## config.mk

```make
export PLATFORM = sky130hd
export DESIGN_NAME = liu_alarm_irq
export DESIGN_NICKNAME = d
export VERILOG_FILES = /design/src/pkg/liu_alarm_pkg.sv /design/src/liu_error_insert.sv /design/src/liu_alarm_irq.sv
export SDC_FILE = /design/constraint.sdc
export NUM_CORES = 1
export LEC_CHECK = 0
export BUFFER_PORTS_ARGS = -buffer_cell sky130_fd_sc_hd__clkbuf_2
export CORE_MARGIN = 2
export CORE_UTILIZATION = 40
export DETAILED_ROUTE_END_ITERATION = 7
export SLEW_MARGIN = 5
export SYNTH_ARGS = -nofsm -noshare
export SYNTH_HDL_FRONTEND = slang
export SYNTH_SLANG_ARGS = --single-unit
```

## constraint.sdc

```tcl
create_clock -name clock -period 2.3 [get_ports clock]
set_input_delay 0.23 -clock clock [delete_from_list [all_inputs] [get_ports clock]]
set_output_delay 0.23 -clock clock [all_outputs]
set_load 0.01 [all_outputs]
```

## src/pkg/liu_alarm_pkg.sv

```systemverilog
// Constants for the per-channel alarm, interrupt and error insertion block.
// Assumes a single 20 MHz clock and registers reached over Avalon-MM.
// Operation
// A rising change of the bipolar-violation control puts one bipolar violation into the running test pattern.
// A rising change of the bit-error control inverts one bit of the running test pattern.
// Both insertion controls are sampled on rising edges of the transmit line clock, where their rises are found.
// Software writes an insertion control to zero before writing it to one for each further error.
// The lowest bit of the code and insertion register is unused, reads zero and steers nothing.
// The enable register holds eight masks, top down: equalizer, driver, FIFO limit, code violation, loop code,
//     all ones, signal loss and random pattern detect.
// An enable bit at zero masks its source from the interrupt, at one lets it through, and resets to zero.
// The interrupt pin rises only when the global enable and the source enable are both one.
// Alarm status bits follow their conditions whatever the masks hold.
// The top status bit reads one while the equalizer attenuation flag is set, read-only, reset zero.
// The driver status bit reads one while the transmit driver fails, read-only, reset zero.
// The FIFO limit status bit reads one while the FIFO pointers are within three places of each other.
// Each alarm has a change bit that sets on any change, raises the interrupt if enabled and clears on read.
// Fourteen channels each carry their own registers and work independently.
// An insertion request touches the line only while a test pattern runs and is otherwise dropped.
`default_nettype none

package liu_alarm_pkg;

	localparam int NUM_CH = 14;
	localparam int FIFO_PTR_W = 6;
	localparam logic [FIFO_PTR_W-1:0] FIFO_NEAR_LIMIT = 6'h03;

	// Register indices, byte address is four times the index
	localparam logic [3:0] REG_CODE_INSERT = 4'h3;
	localparam logic [3:0] REG_ALARM_MASK = 4'h4;
	localparam logic [3:0] REG_ALARM_STATUS = 4'h5;
	localparam logic [3:0] REG_ALARM_CHANGE = 4'h6;
	localparam logic [7:0] REG_GLOBAL = 8'hE0;

	// Field positions
	localparam int BIT_INSERT_BPV = 2;
	localparam int BIT_INSERT_BER = 1;
	localparam int BIT_GLOBAL_IRQ_EN = 0;
	localparam int ALARM_EQUALIZER = 7;
	localparam int ALARM_DRIVER = 6;
	localparam int ALARM_FIFO_LIMIT = 5;
	localparam int ALARM_CODE_VIOL = 4;
	localparam int ALARM_LOOP_CODE = 3;
	localparam int ALARM_ALL_ONES = 2;
	localparam int ALARM_SIGNAL_LOSS = 1;
	localparam int ALARM_RANDOM_DET = 0;

	// Values after reset and masks
	localparam logic [7:0] CODE_RESET = 8'h00;
	localparam logic [7:0] CODE_WRITE_MASK = 8'hFE;
	localparam logic [7:0] MASK_RESET = 8'h00;
	localparam logic [7:0] STATUS_RESET = 8'h00;
	localparam logic [7:0] CHANGE_RESET = 8'h00;
	localparam logic [31:0] READ_ZERO = 32'h0000_0000;

	// Bus handshake states
	typedef enum logic [0:0] {
		BUS_IDLE   = 1'b0,
		BUS_ANSWER = 1'b1
	} bus_state_e;

endpackage : liu_alarm_pkg

`default_nettype wire

```

## src/liu_error_insert.sv

```systemverilog
// One channel's test error inserter on the transmit pattern path.
// Assumes transmit_line_clock is a level synchronous to clock.
`default_nettype none

module liu_error_insert
	import liu_alarm_pkg::*;
(
	input  wire logic clock,
	input  wire logic arst_n,
	input  wire logic transmit_line_clock,
	input  wire logic pattern_active,
	input  wire logic insert_bipolar_violation,
	input  wire logic insert_single_bit_error,
	input  wire logic pattern_bit,
	output logic      line_bit,
	output logic      bipolar_violation
);

	logic transmit_line_clock_prev_reg, transmit_line_clock_prev_next;
	logic bpv_seen_reg, bpv_seen_next;
	logic ber_seen_reg, ber_seen_next;
	logic line_reg, line_next;
	logic viol_reg, viol_next;
	logic tx_edge;

	// Next bit and sampled controls, updated only on transmit clock rises
	always_comb begin
		tx_edge = transmit_line_clock & ~transmit_line_clock_prev_reg;
		transmit_line_clock_prev_next = transmit_line_clock;
		bpv_seen_next = bpv_seen_reg;
		ber_seen_next = ber_seen_reg;
		line_next = line_reg;
		viol_next = viol_reg;
		if (tx_edge) begin
			bpv_seen_next = insert_bipolar_violation;
			ber_seen_next = insert_single_bit_error;
			line_next = pattern_bit ^ (insert_single_bit_error & ~ber_seen_reg & pattern_active);
			viol_next = insert_bipolar_violation & ~bpv_seen_reg & pattern_active;
		end
	end

	// Registers of the inserter
	always_ff @(posedge clock or negedge arst_n) begin
		if (!arst_n) begin
			transmit_line_clock_prev_reg <= 1'b0;
			bpv_seen_reg <= 1'b0;
			ber_seen_reg <= 1'b0;
			line_reg <= 1'b0;
			viol_reg <= 1'b0;
		end else begin
			transmit_line_clock_prev_reg <= transmit_line_clock_prev_next;
			bpv_seen_reg <= bpv_seen_next;
			ber_seen_reg <= ber_seen_next;
			line_reg <= line_next;
			viol_reg <= viol_next;
		end
	end

	assign line_bit = line_reg;
	assign bipolar_violation = viol_reg;

endmodule : liu_error_insert

`default_nettype wire

```

## src/liu_alarm_irq.sv

```systemverilog
// Fourteen-channel alarm reporting, interrupt gating and test error insertion.
// Assumes an Avalon-MM master with waitrequest and alarm inputs synchronous to clock.
//
// Decided for this implementation: the Avalon-MM slave port.
`default_nettype none

module liu_alarm_irq
	import liu_alarm_pkg::*;
(
	input  wire logic                         clock,
	input  wire logic                         arst_n,
	input  wire logic [9:0]                   address,
	input  wire logic                         read,
	input  wire logic                         write,
	input  wire logic [31:0]                  writedata,
	input  wire logic [3:0]                   byteenable,
	output logic      [31:0]                  readdata,
	output logic                              waitrequest,
	output logic                              irq,
	input  wire logic [NUM_CH-1:0]            transmit_line_clock,
	input  wire logic [NUM_CH-1:0]            pattern_active,
	input  wire logic [NUM_CH-1:0]            tx_pattern_bit,
	output logic      [NUM_CH-1:0]            tx_line_bit,
	output logic      [NUM_CH-1:0]            tx_bipolar_violation,
	input  wire logic [NUM_CH-1:0]            equalizer_attenuation_flag,
	input  wire logic [NUM_CH-1:0]            driver_failure_flag,
	input  wire logic [NUM_CH-1:0]            code_violation_flag,
	input  wire logic [NUM_CH-1:0]            loop_code_detected,
	input  wire logic [NUM_CH-1:0]            all_ones_detected,
	input  wire logic [NUM_CH-1:0]            receive_signal_lost,
	input  wire logic [NUM_CH-1:0]            random_pattern_detected,
	input  wire logic [NUM_CH*FIFO_PTR_W-1:0] fifo_read_ptr,
	input  wire logic [NUM_CH*FIFO_PTR_W-1:0] fifo_write_ptr
);

	////////////////////////////////////////////////////////////////////////////////
	// Decoding helpers

	// True when a register index selects the given register of the given channel
	function automatic logic chan_hit(
		input logic [7:0] index,
		input int         ch,
		input logic [3:0] reg_sel
	);
		logic [3:0] ch_code;
		ch_code = 4'(ch);
		return (index[7:4] == ch_code) && (index[3:0] == reg_sel);
	endfunction : chan_hit

	// True when two FIFO pointers stand within the limit of each other
	function automatic logic fifo_near(
		input logic [FIFO_PTR_W-1:0] rd_ptr,
		input logic [FIFO_PTR_W-1:0] wr_ptr
	);
		logic [FIFO_PTR_W-1:0] ahead;
		logic [FIFO_PTR_W-1:0] behind;
		ahead = wr_ptr - rd_ptr;
		behind = rd_ptr - wr_ptr;
		return (ahead <= FIFO_NEAR_LIMIT) || (behind <= FIFO_NEAR_LIMIT);
	endfunction : fifo_near

	////////////////////////////////////////////////////////////////////////////////
	// Storage

	logic [7:0] code_reg [NUM_CH];
	logic [7:0] code_next [NUM_CH];
	logic [7:0] mask_reg [NUM_CH];
	logic [7:0] mask_next [NUM_CH];
	logic [7:0] status_reg [NUM_CH];
	logic [7:0] status_next [NUM_CH];
	logic [7:0] change_reg [NUM_CH];
	logic [7:0] change_next [NUM_CH];
	logic [NUM_CH-1:0] pending;

	logic gie_reg, gie_next;
	logic irq_reg, irq_next;

	bus_state_e bus_state_reg, bus_state_next;
	logic        wait_reg, wait_next;
	logic [31:0] rdata_reg, rdata_next;
	logic [7:0]  index;
	logic        do_write;
	logic        do_read;
	logic [7:0]  read_mux;
	logic [3:0]  ch_sel;

	assign index = address[9:2];
	assign ch_sel = index[7:4];

	////////////////////////////////////////////////////////////////////////////////
	// Bus slave

	// Read multiplexer over global and channel registers, unmapped reads zero
	always_comb begin
		read_mux = 8'h00;
		if (index == REG_GLOBAL) begin
			read_mux[BIT_GLOBAL_IRQ_EN] = gie_reg;
		end else if (int'(ch_sel) < NUM_CH) begin
			unique case (index[3:0])
				REG_CODE_INSERT: begin
					read_mux = code_reg[ch_sel] & CODE_WRITE_MASK;
				end
				REG_ALARM_MASK: begin
					read_mux = mask_reg[ch_sel];
				end
				REG_ALARM_STATUS: begin
					read_mux = status_reg[ch_sel];
				end
				REG_ALARM_CHANGE: begin
					read_mux = change_reg[ch_sel];
				end
				default: begin
					read_mux = 8'h00;
				end
			endcase
		end
	end

	// Handshake: one wait cycle, then the access completes
	always_comb begin
		bus_state_next = bus_state_reg;
		wait_next = wait_reg;
		rdata_next = rdata_reg;
		do_write = 1'b0;
		do_read = 1'b0;
		unique case (bus_state_reg)
			BUS_IDLE: begin
				if (read || write) begin
					bus_state_next = BUS_ANSWER;
					wait_next = 1'b0;
					rdata_next = read ? {24'h00_0000, read_mux} : READ_ZERO;
				end
			end
			BUS_ANSWER: begin
				bus_state_next = BUS_IDLE;
				wait_next = 1'b1;
				do_write = write & byteenable[0];
				do_read = read;
			end
		endcase
	end

	// Bus registers
	always_ff @(posedge clock or negedge arst_n) begin
		if (!arst_n) begin
			bus_state_reg <= BUS_IDLE;
			wait_reg <= 1'b1;
			rdata_reg <= READ_ZERO;
		end else begin
			bus_state_reg <= bus_state_next;
			wait_reg <= wait_next;
			rdata_reg <= rdata_next;
		end
	end

	assign waitrequest = wait_reg;
	assign readdata = rdata_reg;

	////////////////////////////////////////////////////////////////////////////////
	// Global enable and interrupt pin

	// Global enable register
	always_comb begin
		gie_next = gie_reg;
		if (do_write && index == REG_GLOBAL) begin
			gie_next = writedata[BIT_GLOBAL_IRQ_EN];
		end
	end

	// Interrupt needs the global enable and an enabled pending change
	always_comb begin
		irq_next = gie_reg & (|pending);
	end

	// Interrupt registers
	always_ff @(posedge clock or negedge arst_n) begin
		if (!arst_n) begin
			gie_reg <= 1'b0;
			irq_reg <= 1'b0;
		end else begin
			gie_reg <= gie_next;
			irq_reg <= irq_next;
		end
	end

	assign irq = irq_reg;

	////////////////////////////////////////////////////////////////////////////////
	// Per-channel registers and error inserters

	generate
		for (genvar ch = 0; ch < NUM_CH; ch++) begin : g_chan
			logic [7:0] live;
			logic [7:0] clear_bits;
			logic       fifo_close;

			assign fifo_close = fifo_near(fifo_read_ptr[ch*FIFO_PTR_W +: FIFO_PTR_W],
				fifo_write_ptr[ch*FIFO_PTR_W +: FIFO_PTR_W]);

			// Live alarm conditions in mask layout
			always_comb begin
				live = 8'h00;
				live[ALARM_EQUALIZER] = equalizer_attenuation_flag[ch];
				live[ALARM_DRIVER] = driver_failure_flag[ch];
				live[ALARM_FIFO_LIMIT] = fifo_close;
				live[ALARM_CODE_VIOL] = code_violation_flag[ch];
				live[ALARM_LOOP_CODE] = loop_code_detected[ch];
				live[ALARM_ALL_ONES] = all_ones_detected[ch];
				live[ALARM_SIGNAL_LOSS] = receive_signal_lost[ch];
				live[ALARM_RANDOM_DET] = random_pattern_detected[ch];
			end

			// Writable control and mask registers of this channel
			always_comb begin
				code_next[ch] = code_reg[ch];
				mask_next[ch] = mask_reg[ch];
				if (do_write && chan_hit(index, ch, REG_CODE_INSERT)) begin
					code_next[ch] = writedata[7:0] & CODE_WRITE_MASK;
				end
				if (do_write && chan_hit(index, ch, REG_ALARM_MASK)) begin
					mask_next[ch] = writedata[7:0];
				end
			end

			// Status follows alarms, change bits set on any edge and clear on read
			always_comb begin
				clear_bits = 8'h00;
				if (do_read && chan_hit(index, ch, REG_ALARM_CHANGE)) begin
					clear_bits = rdata_reg[7:0];
				end
				if (do_write && chan_hit(index, ch, REG_ALARM_CHANGE)) begin
					clear_bits = clear_bits | writedata[7:0];
				end
				status_next[ch] = live;
				change_next[ch] = (change_reg[ch] & ~clear_bits) | (live ^ status_reg[ch]);
			end

			assign pending[ch] = |(change_reg[ch] & mask_reg[ch]);

			// Channel registers
			always_ff @(posedge clock or negedge arst_n) begin
				if (!arst_n) begin
					code_reg[ch] <= CODE_RESET;
					mask_reg[ch] <= MASK_RESET;
					status_reg[ch] <= STATUS_RESET;
					change_reg[ch] <= CHANGE_RESET;
				end else begin
					code_reg[ch] <= code_next[ch];
					mask_reg[ch] <= mask_next[ch];
					status_reg[ch] <= status_next[ch];
					change_reg[ch] <= change_next[ch];
				end
			end

			// Independent error inserter for this channel
			liu_error_insert u_insert (
				.clock                    (clock),
				.arst_n                   (arst_n),
				.transmit_line_clock      (transmit_line_clock[ch]),
				.pattern_active           (pattern_active[ch]),
				.insert_bipolar_violation (code_reg[ch][BIT_INSERT_BPV]),
				.insert_single_bit_error  (code_reg[ch][BIT_INSERT_BER]),
				.pattern_bit              (tx_pattern_bit[ch]),
				.line_bit                 (tx_line_bit[ch]),
				.bipolar_violation        (tx_bipolar_violation[ch])
			);
		end
	endgenerate

endmodule : liu_alarm_irq

`default_nettype wire

```

# After elaboration in Yosys (flattened, before gate mapping)

Index checks and enable logic that the tools add are counted.

Div/mod/pow operators: 0
Shift-type cells: 0
Multipliers: 0
Equality and inequality tests: 19
$add $sub $neg: 28
Mux-type cells: 51
Bitwise gates (word level): 214
Magnitude comparators: 30
Reduce and logical (&&, ||, !) cells: 117

Operators by type and width:

| kind                                                 | number |
|---|---|
| 2-to-1 mux 8 bit                                     | 38 |
| bitwise AND 8 bit                                    | 28 |
| OR 8 bit                                             | 28 |
| <= comparator 6 x 2 -> 1 bit (second input constant) | 28 |
| subtractor 6 bit                                     | 28 |
| binary-select mux 8 bit (select 4 bit)               | 4 |
| inverter 8 bit                                       | 14 |
| OR reduction 112 bit                                 | 1 |
| bitwise XOR 8 bit                                    | 14 |
| logical AND 1 bit                                    | 99 |
| bitwise AND 1 bit                                    | 72 |
| inverter 1 bit                                       | 43 |
| case mux 8 bit (4 select lines)                      | 1 |
| == test 4 x 3 -> 1 bit (second input constant)       | 7 |
| == test 4 bit (second input constant)                | 6 |
| logical OR 1 bit                                     | 15 |
| bitwise XOR 1 bit                                    | 14 |
| == test 4 x 2 -> 1 bit (second input constant)       | 3 |
| == test 8 bit (second input constant)                | 1 |
| 2-to-1 mux 7 bit                                     | 1 |
| >= comparator 5 bit (second input constant)          | 1 |
| 2-to-1 mux 1 bit                                     | 5 |
| inverter 4 -> 5 bit                                  | 1 |
| == test 4 x 1 -> 1 bit (second input constant)       | 1 |
| 5 further kinds                                      | 6 |

Output and inout port bits: 62
Memories: 0
Register bits after elaboration: 540
Bits in read-only memories: 0
Memory bits (writable): 0
Input port bits: 358
Latch bits: 0

# Depth between registers and ports, before layout

Word-level depth: 9
Depth in mapped cells: 11
Mapped depth without buffers: 11

# Modules after synthesis

Synthesis repeated with hierarchy kept, for this count alone.

Cell total of the unflattened synthesis: 2864
Area total of the unflattened synthesis: 30670.7 µm²

Modules (own cells, without submodules):

| module           | cells an instance | area an instance (µm²) | times used | seq. area each (µm²) |
|---|---|---|---|---|
| liu_alarm_irq    | 2654              | 27727.8                | 1          | 11162.0 |
| liu_error_insert | 15                | 210.2                  | 14         | 125.1 |

# Worst setup path after synthesis

Ideal clock, no wire load.

Path kind: input-to-reg
From: input fifo_read_ptr[20]
To: register change_reg[85] (netlist bit)
Data arrival time: 2.011 ns
Buffers on the path: 0
Cell stages on the path: 9
Setup slack: 0.170 ns
Cell sequence: inv_1 -> ha_1 -> nor2b_4 -> o21a_1 -> or4_1 -> a221o_1 -> a2bb2oi_1 -> xor2_1 -> nand2_1

RTL lines:

| item                           | line                 | RTL |
|---|---|---|
| start: declaration             | liu_alarm_irq.sv:32  | `input wire logic [NUM_CH*FIFO_PTR_W-1:0] fifo_read_ptr,` |
| end signal: indexed assignment | liu_alarm_irq.sv:251 | `change_reg[ch] <= change_next[ch];` |
| end: declaration               | liu_alarm_irq.sv:71  | `logic [7:0] change_reg [NUM_CH];` |

# Worst setup path after layout

From: register change_reg[46] (netlist bit)
To: register irq_reg (netlist: irq)

Word-level cells in the longest chain between the ends: 3

RTL lines:

| item                   | line                 | RTL |
|---|---|---|
| bitwise AND 8 bit      | liu_alarm_irq.sv:238 | `assign pending[ch] = \|(change_reg[ch] & mask_reg[ch]);` |
| OR reduction 112 bit   | liu_alarm_irq.sv:172 | `irq_next = gie_reg & (\|pending);` |
| bitwise AND 1 bit      | liu_alarm_irq.sv:172 |  |
| named net irq_next     | liu_alarm_irq.sv:76  | `logic irq_reg, irq_next;` |
| end signal: assignment | liu_alarm_irq.sv:182 | `irq_reg <= irq_next;` |
| end: declaration       | liu_alarm_irq.sv:76  |  |

The timed path passes the listed nets, and every way through them passes these cells.
A chain may end at the register's enable or synchronous reset.

==> impl_metrics.csv <==
group,metric,value,unit
drt,viasPerCell,5.366,
clock_tree,cts_tree,"yes",
drt,via_count,24800,
synth,yosysSeqAreaShare,42.11,%
synth,ys_warn_count,0,
clock_tree,clk_root_buffer_cell,"clkbuf_16",
setup_path,worstPathArrival,2.71,ns
setup_path,end_kind,"flip-flop",
synth,synth.area.mux_share,17.01,%
drt,drt_iter0_drc,2076,
die,die_area,78900,um^2
clock_tree,clock_latency,0.64,ns
global_route,grt_pass1_wl,152.3,mm
setup_path,reg2reg_from,"change_reg[46]",
synth,syn_area,30670,um^2
synth,synthMostInstantiatedCell,"dfrtp_1",
sta,slew_violations,0,
placed_design,hpwl,76.99,mm
placed_design,gp_congestion,1.025,
drt,ant_nets,0,
setup_path,critPathKind,"flip-flop to flip-flop",
cells_and_area,nNetsFinal,4069,
setup_path,reg2regPathDepth,8,
sta,fin_tns_setup,0,ns
synth,syn_inst,2923,
sta,skew,0.03750,ns
clock_tree,h-tree-depth,2,
synth,synthAdderAreaFrac,7.539,%
placed_design,dp_cells,4370,
sta,slew_headroom,27.05,%
cells_and_area,nFillCells,6925,
synth,synth_cell_type_count,76,
global_route,overflow,0,
clock_tree,cts_sinks,516,
cells_and_area,final_cell_count_no_fill,4621,
sta,timing.final.crit_share,96.59,%
setup_path,setup.worst_path.start,"change_reg[46]",
power_and_ir_drop,vdd_drop_max,0.0005038,V
drt,drt_pre_antenna_iters,6,
synth,ys_seq_elements,516,
global_route,first_global_vias,24860,
drt,routed_wl,101.1,mm
power_and_ir_drop,p_leak,17.91,nW
cells_and_area,drive_gt1_share,28.59,%
synth,synth_xor_area_share,4.794,%
sta,setup_viol,0,
placed_design,port_buffers,366,
sta,hold_slack,0.07907,ns
sta,finalCriticalPeriod,2.222,ns
setup_path,r2r_slack,0.08,ns
global_route,grt_use_total,25.56,%
min_path,hp-class,"input port to flip-flop",
run_status,status,"finished, final reports clean",
drt,drc,0,
global_route,grt_max_degree,64,
clock_tree,clkTransAtPathRegs,0.06,ns
setup_path,start_kind,"flip-flop",
sta,rsz0062_at_grt,"false",
run,drv_cap,0,
drt,wl_per_cell,21.87,um
sta,hold_viol_final,0,
synth,synth-simple-area-share,12.75,%
global_route,antenna_found_initial,8,
sta,max_freq,450.1,MHz
die,die_width,280.9,um
synth,synthTopCellsByArea,"dfrtp_1, mux2_2, ha_1",
clock_tree,clockBufferDepth,3,
clock_tree,post_cts_buffers,0,
die,rows,101,
die,io_pins,420,
clock_tree,cts_buffers,58,
synth,synth_compound_area_share,10.56,%
setup_path,cp.required,2.79,ns
sta,worstMarginPinSlew,1.094,ns
die,core,75950,um^2
synth,synth_top_cell_area_share,42.02,%
synth,synth_common_cells,"dfrtp_1, nand2_1, mux2_2",
setup_path,r2r-end,"irq",
synth,async_flop_share,100.0,%
power_and_ir_drop,power_density,601.6,nW/um^2
power_and_ir_drop,p_total,23.04,mW
synth,synthFlopType,"dfrtp_1",
synth,yosysTopAreaCell,"dfrtp_1",
synth,synth_top_family_by_area,"multiplexers",
synth,synth_enable_flop_cells,0,
synth,synth.avg_cell_area,10.49,um^2
setup_path,cp_max_fo,2,
cells_and_area,syn2layout_area_growth,24.86,%
die,initial_utilization,40.38,%
setup_path,crit_path_end,"irq",
die,chipHeight,280.9,um
[critical path, cell delays in order, from the launching register on]
cell	delay [ns]
dfrtp_1	0.41
a22o_1	0.25
a221oi_1	0.28
buf_4	0.19
nand4_1	0.22
nor4_2	0.33
buf_4	0.15
a31oi_1	0.07
buf_4	0.17
[area by class of cell]
type	instances	area (um^2)	area share, %
repair buffers	698	5105	13.33
inverters	191	716.9	1.872
flip-flops and latches	516	12910	33.72
clock buffers	83	1678	4.382
diodes	2	5.005	0.01307
clock inverters	23	331.6	0.8659
multi-input cells	2078	16250	42.45
well taps	1030	1289	3.365
[how the worst min path moves through the flow]
stage | depth (start not counted) | startpoint | slack [ns] | end
floorplan | 0 | arst_n | -0.07 | bus_state_reg
global placement | 1 | arst_n | 0.20 | g_chan[11].u_insert.bipolar_violation
detailed placement | 1 | arst_n | 0.20 | g_chan[11].u_insert.bpv_seen_reg
CTS | 4 | fifo_read_ptr[45] | 0.07 | status_reg[53]
global route | 5 | byteenable[0] | 0.12 | gie_reg
finish | 4 | fifo_read_ptr[45] | 0.08 | status_reg[53]
[where the power goes]
part	leakage (nW)	total, mW	switching [mW]	internal (mW)
Sequential	6.31	9.52	0.192	9.33
Clock	0.988	9.82	3.96	5.86
Combinational	10.6	3.70	2.00	1.70
Total	17.9	23.0	6.15	16.9
[routing by layer]
layer / vias up / GRT usage [%] / wire length (um)
li1: 11410 / - / -
met1: 12170 / 32.92 / 41420
met2: 979 / 41.22 / 46540
met3: 234 / 5.304 / 7886
met4: 12 / 11.98 / 5171
met5: - / 0 / 72
[metrics by stage]
step / instance area (um^2) / utilization, % / setup slack (ns)
floorplan: 30750 / - / 0.1696
global placement: 34840 / 45.87 / -0.05758
detailed placement: 34840 / 45.87 / -0.1214
CTS: 38280 / 50.40 / 0.1583
global route: 38290 / 50.42 / 0.05302
finish: 38290 / 50.42 / 0.07849
[timing repair]
item / 4_1_cts / 5_1_grt
resized for setup: 0 / 1
hold buffers: 143 / 0
endpoints found under the hold margin: 575 / 0
setup endpoints to repair: 0 / 1
[logic make-up after synthesis]
family	after synthesis
simple gates	845
flops	516
compound gates	468
mux	406
buf+inv	352
fa+ha+maj	168
xor+xnor	167
other cells	1
[cells in the final DEF (no fill, tap or decap), drive strengths merged, types with 25 or more instances in the layout]
cell and count:
a21o 25, a21oi 100, a221oi 27, a22oi 42, a31oi 27, buf 192, clkbuf 446, dfrtp 515
dlygate4sd3 143, fa 28, ha 140, inv 192, mux2 272, mux2i 69, mux4 65, nand2 440
nand2b 27, nand3 117, nor2 86, nor2b 58, nor3 43, o21ai 68, o22ai 33, xnor2 126
xor2 41
Power figures use the tool's default switching activity.
